`config.mk`:
```
export PLATFORM = sky130hd
export DESIGN_NAME = tpc_counter
export DESIGN_NICKNAME = d
export VERILOG_FILES = /design/src/core/tpc_pkg.sv /design/src/core/tpc_sync_edge.sv /design/src/core/tpc_counter.sv
export SDC_FILE = /design/constraint.sdc
export NUM_CORES = 1
export LEC_CHECK = 0
export BUFFER_PORTS_ARGS = -buffer_cell sky130_fd_sc_hd__buf_2
export CAP_MARGIN = 20
export CORE_MARGIN = 1
export CORE_UTILIZATION = 40
export CTS_CLUSTER_DIAMETER = 150
export DETAILED_ROUTE_END_ITERATION = 16
export PLACE_DENSITY = 0.67
export SETUP_SLACK_MARGIN = 0.05
export SLEW_MARGIN = 20
export SYNTH_ARGS = -nofsm -noshare
export SYNTH_HDL_FRONTEND = slang
export SYNTH_SLANG_ARGS = --single-unit
```
`constraint.sdc`:
```
create_clock -name i_clk -period 3.1 [get_ports i_clk]
set_input_delay 0.155 -clock i_clk [delete_from_list [all_inputs] [get_ports i_clk]]
set_output_delay 0.155 -clock i_clk [all_outputs]
set_load 0.01 [all_outputs]
```
`src/core/tpc_pkg.sv`:
```
// Overview of operation
// - running: timer register write changes only reload value, counter takes it at reload
// - normal mode: count pin rising edge with gating pin high counts up
// - normal mode: count pin falling edge with gating pin high counts down
// - x4 mode: count pin rising while gating high, every edge counts up
// - x4 mode: count pin falling while gating high, every edge counts down
// - free-run: overflow or underflow wraps the counter, no reload
// - selectable channel alone has a normal or x4 choice bit
// - fixed-normal channel always uses normal processing
// - fixed-quadruple channel always uses x4 processing
// - without free-run, wrap reloads counter, keeps counting, raises interrupt
// - counting only while start flag is 1, halts when cleared
// - stopped: timer register write loads reload register and counter
package tpc_pkg;

  // bus geometry
  localparam int          ADDR_W       = 5;
  localparam int          DATA_W       = 32;
  localparam int          CNT_W        = 16;

  // register byte offsets
  localparam logic [4:0]  OFF_TIMER    = 5'h00;
  localparam logic [4:0]  OFF_CTRL     = 5'h04;
  localparam logic [4:0]  OFF_STATUS   = 5'h08;
  localparam logic [4:0]  OFF_MASK     = 5'h0C;
  localparam logic [4:0]  OFF_RELOAD   = 5'h10;

  // control fields
  localparam int          CTRL_START   = 0;
  localparam int          CTRL_FREE    = 1;
  localparam int          CTRL_MUL4    = 2;
  localparam int          CTRL_W       = 3;

  // status and mask fields
  localparam int          ST_OVF       = 0;
  localparam int          ST_UNF       = 1;
  localparam int          ST_W         = 2;

  // reset values, counter end points and unit step
  localparam logic [15:0] RST_COUNT    = 16'h0000;
  localparam logic [2:0]  RST_CTRL     = 3'h0;
  localparam logic [1:0]  RST_STATUS   = 2'h0;
  localparam logic [1:0]  RST_MASK     = 2'h0;
  localparam logic [15:0] CNT_MAX      = 16'hFFFF;
  localparam logic [15:0] CNT_MIN      = 16'h0000;
  localparam logic [15:0] CNT_ONE      = 16'h0001;

  // response codes
  localparam logic [1:0]  RESP_OKAY    = 2'h0;
  localparam logic [1:0]  RESP_SLVERR  = 2'h2;

  // pin bit positions inside the sampled pair
  localparam int          PIN_COUNT    = 0;
  localparam int          PIN_GATE     = 1;

  // channel flavours
  typedef enum logic [1:0] {
    KIND_FIXED_NORMAL = 2'h0,
    KIND_SELECTABLE   = 2'h1,
    KIND_FIXED_QUAD   = 2'h3
  } tpc_kind_e;

  // one decoded step
  typedef enum logic [1:0] {
    STEP_NONE = 2'h0,
    STEP_UP   = 2'h1,
    STEP_DOWN = 2'h2
  } tpc_step_e;

endpackage : tpc_pkg

```
`src/core/tpc_sync_edge.sv`:
```
module tpc_sync_edge #(
  parameter int WIDTH = 2
) (
  // clock and reset
  input  wire logic             i_clk,
  input  wire logic             i_rst,
  // raw pins
  input  wire logic [WIDTH-1:0] i_pin,
  // synchronised level and the sample before it
  output logic      [WIDTH-1:0] o_level,
  output logic      [WIDTH-1:0] o_prev
);

  logic [WIDTH-1:0] meta;

  // two-flop synchroniser plus one history stage
  always_ff @(posedge i_clk) begin
    if (i_rst) begin
      meta    <= '0;
      o_level <= '0;
      o_prev  <= '0;
    end else begin
      meta    <= i_pin;
      o_level <= meta;
      o_prev  <= o_level;
    end
  end

endmodule : tpc_sync_edge

```
`src/core/tpc_counter.sv`:
```
// The register addresses and the AXI4-Lite slave port were decided locally.
module tpc_counter #(
  parameter tpc_pkg::tpc_kind_e KIND = tpc_pkg::KIND_SELECTABLE,
  parameter int                 CW   = tpc_pkg::CNT_W
) (
  // clock and reset
  input  wire logic                   i_clk,
  input  wire logic                   i_rst,
  // two-phase pulse pins
  input  wire logic                   i_count_phase_pin,
  input  wire logic                   i_gating_phase_pin,
  // axi4-lite write address
  input  wire logic                   i_awvalid,
  output logic                        o_awready,
  input  wire logic [tpc_pkg::ADDR_W-1:0] i_awaddr,
  input  wire logic [2:0]             i_awprot,
  // axi4-lite write data
  input  wire logic                   i_wvalid,
  output logic                        o_wready,
  input  wire logic [tpc_pkg::DATA_W-1:0] i_wdata,
  input  wire logic [3:0]             i_wstrb,
  // axi4-lite write response
  output logic                        o_bvalid,
  input  wire logic                   i_bready,
  output logic [1:0]                  o_bresp,
  // axi4-lite read address
  input  wire logic                   i_arvalid,
  output logic                        o_arready,
  input  wire logic [tpc_pkg::ADDR_W-1:0] i_araddr,
  input  wire logic [2:0]             i_arprot,
  // axi4-lite read data
  output logic                        o_rvalid,
  input  wire logic                   i_rready,
  output logic [tpc_pkg::DATA_W-1:0]  o_rdata,
  output logic [1:0]                  o_rresp,
  // interrupt and count value
  output logic                        o_irq,
  output logic [CW-1:0]               o_count
);

  // byte-lane merge of write data over an old value
  function automatic logic [31:0] merge_strb(
    input logic [31:0] old_v,
    input logic [31:0] new_v,
    input logic [3:0]  strb
  );
    logic [31:0] res;
    res = old_v;
    for (int b = 0; b < 4; b++) begin
      if (strb[b]) begin
        res[b*8 +: 8] = new_v[b*8 +: 8];
      end
    end
    return res;
  endfunction : merge_strb

  // quadrature step from old and new {gate, count} pair
  function automatic tpc_pkg::tpc_step_e quad_step(
    input logic [1:0] prv,
    input logic [1:0] cur
  );
    tpc_pkg::tpc_step_e s;
    s = tpc_pkg::STEP_NONE;
    case ({prv, cur})
      4'b10_11, 4'b11_01, 4'b01_00, 4'b00_10: s = tpc_pkg::STEP_UP;
      4'b11_10, 4'b01_11, 4'b00_01, 4'b10_00: s = tpc_pkg::STEP_DOWN;
      default:                                s = tpc_pkg::STEP_NONE;
    endcase
    return s;
  endfunction : quad_step

  // address match used by both channels
  function automatic logic is_mapped(input logic [4:0] a);
    return (a == tpc_pkg::OFF_TIMER)  || (a == tpc_pkg::OFF_CTRL)   ||
           (a == tpc_pkg::OFF_STATUS) || (a == tpc_pkg::OFF_MASK)   ||
           (a == tpc_pkg::OFF_RELOAD);
  endfunction : is_mapped

  // state
  logic [CW-1:0]                 count;
  logic [CW-1:0]                 reload;
  logic [tpc_pkg::CTRL_W-1:0]    ctrl;
  logic [tpc_pkg::ST_W-1:0]      status;
  logic [tpc_pkg::ST_W-1:0]      mask;
  logic [tpc_pkg::ADDR_W-1:0]    wr_addr;
  logic [tpc_pkg::DATA_W-1:0]    wr_data;
  logic [3:0]                    wr_strb;

  // pin samples
  logic [1:0]                    pin_level;
  logic [1:0]                    pin_prev;

  tpc_sync_edge #(
    .WIDTH (2)
  ) u_sync (
    .i_clk   (i_clk),
    .i_rst   (i_rst),
    .i_pin   ({i_gating_phase_pin, i_count_phase_pin}),
    .o_level (pin_level),
    .o_prev  (pin_prev)
  );

  // mode decode
  wire running   = ctrl[tpc_pkg::CTRL_START];
  wire free_run  = ctrl[tpc_pkg::CTRL_FREE];
  wire mul4_mode = (KIND == tpc_pkg::KIND_FIXED_QUAD) ? 1'b1 :
                   (KIND == tpc_pkg::KIND_SELECTABLE)
                     ? ctrl[tpc_pkg::CTRL_MUL4] : 1'b0;

  // edge detection on registered samples
  wire cnt_lvl   = pin_level[tpc_pkg::PIN_COUNT];
  wire cnt_old   = pin_prev[tpc_pkg::PIN_COUNT];
  wire gate_lvl  = pin_level[tpc_pkg::PIN_GATE];
  wire cnt_rise  = cnt_lvl & ~cnt_old;
  wire cnt_fall  = ~cnt_lvl & cnt_old;

  // normal processing
  wire norm_up   = cnt_rise & gate_lvl;
  wire norm_dn   = cnt_fall & gate_lvl;

  // multiply-by-4 processing
  wire tpc_pkg::tpc_step_e q_step = quad_step(pin_prev, pin_level);
  wire quad_up   = (q_step == tpc_pkg::STEP_UP);
  wire quad_dn   = (q_step == tpc_pkg::STEP_DOWN);

  // counter end points and unit step at counter width
  localparam logic [CW-1:0] CNT_TOP  = CW'(tpc_pkg::CNT_MAX);
  localparam logic [CW-1:0] CNT_BOT  = CW'(tpc_pkg::CNT_MIN);
  localparam logic [CW-1:0] CNT_STEP = CW'(tpc_pkg::CNT_ONE);

  // selected step, only while started
  wire step_up   = running & (mul4_mode ? quad_up : norm_up);
  wire step_dn   = running & (mul4_mode ? quad_dn : norm_dn);
  wire overflow  = step_up & (count == CNT_TOP);
  wire underflow = step_dn & (count == CNT_BOT);
  wire wrapped   = overflow | underflow;

  // write channel handshakes
  wire aw_hs     = i_awvalid & o_awready;
  wire w_hs      = i_wvalid & o_wready;
  wire b_hs      = o_bvalid & i_bready;
  wire do_write  = ~o_awready & ~o_wready & ~o_bvalid;
  wire wr_ok     = do_write & is_mapped(wr_addr);

  // write decode
  wire wr_timer  = wr_ok & (wr_addr == tpc_pkg::OFF_TIMER);
  wire wr_ctrl   = wr_ok & (wr_addr == tpc_pkg::OFF_CTRL);
  wire wr_status = wr_ok & (wr_addr == tpc_pkg::OFF_STATUS);
  wire wr_mask   = wr_ok & (wr_addr == tpc_pkg::OFF_MASK);

  // registers widened to a bus word for merging and reading
  wire [31:0] count_word  = 32'(count);
  wire [31:0] reload_word = 32'(reload);
  wire [31:0] ctrl_word   = 32'(ctrl);
  wire [31:0] mask_word   = 32'(mask);
  wire [31:0] status_word = 32'(status);

  wire [31:0] timer_merge = merge_strb(reload_word, wr_data, wr_strb);
  wire [31:0] ctrl_merge  = merge_strb(ctrl_word, wr_data, wr_strb);
  wire [31:0] mask_merge  = merge_strb(mask_word, wr_data, wr_strb);
  wire [31:0] clr_merge   = merge_strb(32'h0, wr_data, wr_strb);
  wire [CW-1:0] timer_wval = timer_merge[CW-1:0];

  // reload register always takes the written value
  wire [CW-1:0] next_reload = wr_timer ? timer_wval : reload;

  // counter next value
  wire [CW-1:0] count_inc   = count + CNT_STEP;
  wire [CW-1:0] count_dec   = count - CNT_STEP;
  wire [CW-1:0] count_wrap  = overflow ? count_inc : count_dec;
  wire [CW-1:0] count_on_wrap =
    free_run ? count_wrap : next_reload;
  wire [CW-1:0] next_count =
    (wr_timer & ~running) ? timer_wval :
    wrapped               ? count_on_wrap :
    step_up               ? count_inc :
    step_dn               ? count_dec :
    count;

  // sticky status, set wins over write-one-clear
  wire [1:0] st_set   = {underflow, overflow};
  wire [1:0] st_clr   = wr_status ? clr_merge[tpc_pkg::ST_W-1:0] : 2'h0;
  wire [1:0] next_status = (status & ~st_clr) | st_set;

  wire [tpc_pkg::CTRL_W-1:0] ctrl_sel = ctrl_merge[tpc_pkg::CTRL_W-1:0];
  wire [tpc_pkg::CTRL_W-1:0] next_ctrl = wr_ctrl ?
    {(KIND == tpc_pkg::KIND_SELECTABLE) & ctrl_sel[tpc_pkg::CTRL_MUL4],
     ctrl_sel[tpc_pkg::CTRL_FREE:0]} : ctrl;
  wire [tpc_pkg::ST_W-1:0] next_mask =
    wr_mask ? mask_merge[tpc_pkg::ST_W-1:0] : mask;

  // read decode
  wire ar_hs = i_arvalid & o_arready;
  wire r_hs  = o_rvalid & i_rready;
  wire [31:0] rd_value =
    (i_araddr == tpc_pkg::OFF_TIMER)  ? count_word :
    (i_araddr == tpc_pkg::OFF_CTRL)   ?
      {29'h0, mul4_mode, ctrl[tpc_pkg::CTRL_FREE:0]} :
    (i_araddr == tpc_pkg::OFF_STATUS) ? status_word :
    (i_araddr == tpc_pkg::OFF_MASK)   ? mask_word :
    (i_araddr == tpc_pkg::OFF_RELOAD) ? reload_word :
    32'h0000_0000;
  wire [1:0] rd_resp = is_mapped(i_araddr) ? tpc_pkg::RESP_OKAY
                                           : tpc_pkg::RESP_SLVERR;

  // write response code for the captured address
  wire [1:0] wr_resp = is_mapped(wr_addr) ? tpc_pkg::RESP_OKAY
                                          : tpc_pkg::RESP_SLVERR;

  // counter core
  always_ff @(posedge i_clk) begin
    if (i_rst) begin
      count  <= tpc_pkg::RST_COUNT;
      reload <= tpc_pkg::RST_COUNT;
      ctrl   <= tpc_pkg::RST_CTRL;
      status <= tpc_pkg::RST_STATUS;
      mask   <= tpc_pkg::RST_MASK;
    end else begin
      count  <= next_count;
      reload <= next_reload;
      ctrl   <= next_ctrl;
      status <= next_status;
      mask   <= next_mask;
    end
  end

  // registered outputs
  always_ff @(posedge i_clk) begin
    if (i_rst) begin
      o_irq   <= 1'b0;
      o_count <= tpc_pkg::RST_COUNT;
    end else begin
      o_irq   <= |(next_status & next_mask);
      o_count <= next_count;
    end
  end

  // write address and data capture
  always_ff @(posedge i_clk) begin
    if (i_rst) begin
      wr_addr <= '0;
      wr_data <= '0;
      wr_strb <= 4'h0;
    end else begin
      if (aw_hs) begin
        wr_addr <= i_awaddr;
      end
      if (w_hs) begin
        wr_data <= i_wdata;
        wr_strb <= i_wstrb;
      end
    end
  end

  // write channel control
  always_ff @(posedge i_clk) begin
    if (i_rst) begin
      o_awready <= 1'b1;
      o_wready  <= 1'b1;
      o_bvalid  <= 1'b0;
      o_bresp   <= tpc_pkg::RESP_OKAY;
    end else begin
      if (aw_hs) begin
        o_awready <= 1'b0;
      end else if (b_hs) begin
        o_awready <= 1'b1;
      end
      if (w_hs) begin
        o_wready <= 1'b0;
      end else if (b_hs) begin
        o_wready <= 1'b1;
      end
      if (do_write) begin
        o_bvalid <= 1'b1;
        o_bresp  <= wr_resp;
      end else if (b_hs) begin
        o_bvalid <= 1'b0;
      end
    end
  end

  // read channel control
  always_ff @(posedge i_clk) begin
    if (i_rst) begin
      o_arready <= 1'b1;
      o_rvalid  <= 1'b0;
      o_rdata   <= '0;
      o_rresp   <= tpc_pkg::RESP_OKAY;
    end else begin
      if (ar_hs) begin
        o_arready <= 1'b0;
        o_rvalid  <= 1'b1;
        o_rdata   <= rd_value;
        o_rresp   <= rd_resp;
      end else if (r_hs) begin
        o_arready <= 1'b1;
        o_rvalid  <= 1'b0;
      end
    end
  end

endmodule : tpc_counter

```
# Word level (Yosys, flattened, before mapping)
# Memories as Yosys holds them, arrays and structs flattened. A register that Yosys moved wholly into a read port is not among the register bits.
# Cells that the tools add are included.
[word_totals]
in_bits = 61
rom_bits = 32
wordCells = 116
memories = 1
ff_bits = 110
[memory_table]
columns = ["memory", "words", "word_bits", "rd", "rd_clocked_by_memory_dff", "wr", "line_no", "text"]
rows = [
  ["(name not given)", 16, 2, 1, 1, 0, "tpc_counter.sv:64", "case ({prv, cur})"],
]
[classes]
n_eq_ne = 11
n_bitwise = 32
n_reduce_logical = 18
add_sub_neg = 2
n_mux = 32
[op_table]
columns = ["operator", "count"]
rows = [
  ["16-bit 2-to-1 mux", 12],
  ["1-bit bitwise AND", 21],
  ["5-bit by 4-bit == test with 1-bit output, second input constant", 4],
  ["16-bit by 1-bit adder with 16-bit output, second input constant", 1],
  ["16-bit == test, second input constant", 1],
  ["16-bit logical NOT", 1],
  ["8-bit 2-to-1 mux", 2],
  ["16-bit by 1-bit subtractor with 16-bit output, second input constant", 1],
  ["2-bit 2-to-1 mux", 6],
  ["1-bit 2-to-1 mux", 11],
  ["5-bit by 3-bit == test with 1-bit output, second input constant", 2],
  ["5-bit == test, second input constant", 2],
  ["5-bit logical NOT", 2],
  ["1-bit logical OR", 8],
  ["2-bit nonzero test", 4],
  ["1-bit inverter", 6],
  ["2-bit bitwise AND", 2],
  ["4-bit 2-to-1 mux", 1],
  ["4-bit nonzero test", 1],
  ["2-bit by 1-bit == test with 1-bit output, second input constant", 1],
  ["2-bit == test, second input constant", 1],
  ["2-bit inverter", 1],
  ["2-bit bitwise OR", 1],
  ["2-bit AND reduction", 1],
  ["2 further kinds", 2],
]

# Depth between registers and ports, before layout
[depth]
depth_word = 13
mapped_depth = 10
ltp_nobuf = 9

# Hierarchy
# From an unflattened synthesis, not the netlist that was laid out.
[hier_totals]
cells_unflattened = 630
area_unflattened_um2 = 4987.3
[modules_own_cells]
columns = ["module", "cells_each", "instances", "area_each_um2"]
rows = [
  ["tpc_counter", 618, 1, 4829.6],
  ["tpc_sync_edge", 12, 1, 157.7],
]

# Worst setup path before layout
# No wires, ideal clock.
[synth_path]
path_type = "register to register"
start = "register o_count[3] (netlist name)"
end = "register o_count[11]"
path_stages_with_launch = 10
arrival_ps = 2258
synth_period_minus_slack_ps = 2375
setup_slack_ps = 725
cell_sequence = "dfxtp_1 -> buf_2 -> and4_1 -> buf_4 -> nand4_4 -> or4_4 -> o31a_1 -> a31oi_4 -> o311ai_1 -> a22o_1"
[synth_lines]
columns = ["item", "line_no", "text"]
rows = [
  ["end signal: assignment", "tpc_counter.sv:231", "o_count <= tpc_pkg::RST_COUNT;"],
  ["end signal: assignment", "tpc_counter.sv:234", "o_count <= next_count;"],
  ["end: declaration", "tpc_counter.sv:38", "output logic [CW-1:0] o_count"],
]

==> metrics.txt <==
critical path capture point type flop; number of H-tree levels 3; Cell variety after synth 67; ys async rst share 0%; Post-synth EDFFs 0; final instance area 0.00575 sq mm; Finished Layout Cells 842; Final nets 733; actual slew at the worst max-slew pin 0.923 ns; I/O pin count 119; initial antenna violation count 0; register bit total from synthesis 93; largest net degree at the start of global routing 49; VDD IR max 0.000357 V; Seq/Total Area, Yosys 37.2%; Horiz. Die Dim 114 um; hold_ws 0.0183 ns; Vias/cell 5.57; clock sink count 93; WL/cell 16.6 um; CTS tree done; Post-DP Area 0.00546 sq mm; Synth Flop Type dfxtp_1; gr ovfl total 0; Synth Warn # 0; area delta synth->final 14.9%; Die Y 114 um; area share of the leading cell type in the synthesized netlist 37.2%; routed wire length 14000 um; crit-path max FO 12; GP Congestion 0.876; Crit Path Category flop to flop; Filler cells 1211; RR Startpoint o_count[0]; commonest cells after routing, fill and taps aside dfxtp_1 (93), nand2_1 (76), buf_2 (76); mapped cell area 0.00500 sq mm; RSZ-0062 raised after global routing no; cts hold-fix bufs 0; Synth Instances 610; Detailed Place HPWL 10200 um; Leak Pwr 2.45 nW; core footprint 0.0121 sq mm; most common cell after layout, fill and taps aside dfxtp_1; root buffer cell clkbuf_16; R2R Setup Slk 0.36 ns; Reg clk slew, reported paths 0.07 ns; Placed Cells 826; top post-synthesis cells by area dfxtp_1 (37%), mux2i_1 (8.2%), nand2_1 (5.7%); Final Setup Violations 0; Post-DRT Antenna Nets 0; hold depth 2; cell row count 40; Pre-Repair DR Iteration Count 5; Max Cap Viol 0; Slew headroom 38.5%; status complete, no violations; port buffer count 76; period utilization 88.2%; power per cell area 496 mW/mm^2; achievable frequency 0.366 GHz; minimum clock period 2.74 ns; PostCTS Resize Cnt 0; clk_lat worst skew 0.34 ns; Yosys top cell by area dfxtp_1; R2R cell count 8; reg2reg end o_count[5]; die area 0.0130 sq mm; Num CTS Buffers 9; DR DRC count 0; Layout Utilization 47.4%; layout cells sized above 1 18.5%; Worst Skew 0.00554 ns; Max clock buf depth 2; Setup Buffers After CTS 0; Hold EP u_sync.meta[1]; vias after detailed routing 4693; vias in the first global route 4400; max-slew violation count 0; first-pass GRT wire length 22700 um; post-route setup TNS 0 ns; Initial Util 41.3%; Starting DRT DRC Count 302; required time of the critical path 3.35 ns; Mean Syn Cell Area 8.20 sq um; Worst Setup Start Kind flop; total track usage 22.2%; origin of the worst min-delay path i_gating_phase_pin; CP Data Arrival Time 2.99 ns; final hold violations 0; ant diodes 0; worst hold path type input port to flop
-- stage by stage --
step	power (W)	setup slack, ns
floorplan	0.00168	0.725
global placement	0.00180	0.493
detailed placement	0.00181	0.404
CTS	0.00286	0.378
global route	0.00297	0.220
finish	0.00285	0.365
-- cells in the mapped netlist (3+ instances only) --
master    count
dfxtp_1      93
nand2_1      76
nor2_1       64
a21oi_1      53
mux2i_1      41
nor3_1       29
clkbuf_1     26
buf_4        19
o21ai_0      19
nand3_1      16
a221oi_1     15
inv_1        10
xnor2_1       9
a31oi_1       7
buf_2         7
mux2_2        7
nand2b_1      7
nand4_1       7
and2_1        6
nor2b_1       6
buf_1         5
or3_1         5
xor2_1        5
o311a_1       4
o31ai_1       4
a211o_1       3
a211oi_1      3
a22o_1        3
a32oi_1       3
and4_1        3
ha_1          3
nand3b_1      3
nor4bb_1      3
o311ai_1      3
o31a_1        3
-- per-layer routing --
metal / track usage [%] / share of wire [%] / vias up
met4: 7.19 / 1.5 / 0
li1: - / - / 2276
met3: 4.09 / 6.7 / 18
met2: 35.9 / 45 / 178
met5: 0 / 0 / -
met1: 29.9 / 46 / 2221
-- kinds of logic after synthesis --
kind of cell,count (synthesis),synth area share (%)
AND/OR/NAND/NOR,244,24.3
AO/OA/AOI/OAI,137,18.2
flip-flops,93,37.2
buffers and inverters,70,7.18
multiplexers,48,9.78
XOR/XNOR,14,2.45
adder cells (fa/ha/maj),3,0.750
other,1,0.0750
-- worst max-delay path by stage --
stage	startpoint	endpoint	cells after the start	slack [ns]
final	o_count[0]	o_count[5]	8	0.36
after global routing	o_count[0]	o_count[10]	11	0.22
after CTS	o_count[0]	o_count[5]	8	0.38
after detailed placement	o_count[0]	o_count[5]	8	0.40
after global placement	o_count[8]	o_count[7]	7	0.49
after floorplan	o_count[3]	o_count[11]	9	0.73
-- sequential cells by signal (all words and copies together) (netlist names), 3 cells and up --
| signal | flops |
|---|---|
| o_rdata | 16 |
| reload | 16 |
| wr_data | 16 |
| o_count | 16 |
| wr_addr | 5 |
| ctrl | 3 |
-- critical path, cell delays in order, from the launching register on --
cell and delay [ns]:
dfxtp_1 0.39, inv_1 0.18, ha_1 0.17, nor4bb_1 0.30
nand3b_1 0.18, or3_4 0.49, and2_1 0.32, o311a_1 0.35
o32ai_1 0.25
-- power by group --
group	leakage (nW)	internal (W)	switching [W]
logic	1.55	0.000209	0.000271
registers	0.759	0.00125	0.0000627
clock network	0.138	0.000587	0.000470
-- area by class of cell --
cell class                      count  area (sq um)  share of cell area, %
Multi-Input combinational cell    464          2850                   49.5
Sequential cell                    93          1860                   32.4
Timing Repair Buffer               91           505                   8.80
Clock buffer                       11           253                   4.40
Tap cell                          168           210                   3.66
Inverter                           10          37.5                  0.653
Clock inverter                      5          33.8                  0.588
Note: power is estimated with default switching activity, not from simulation.
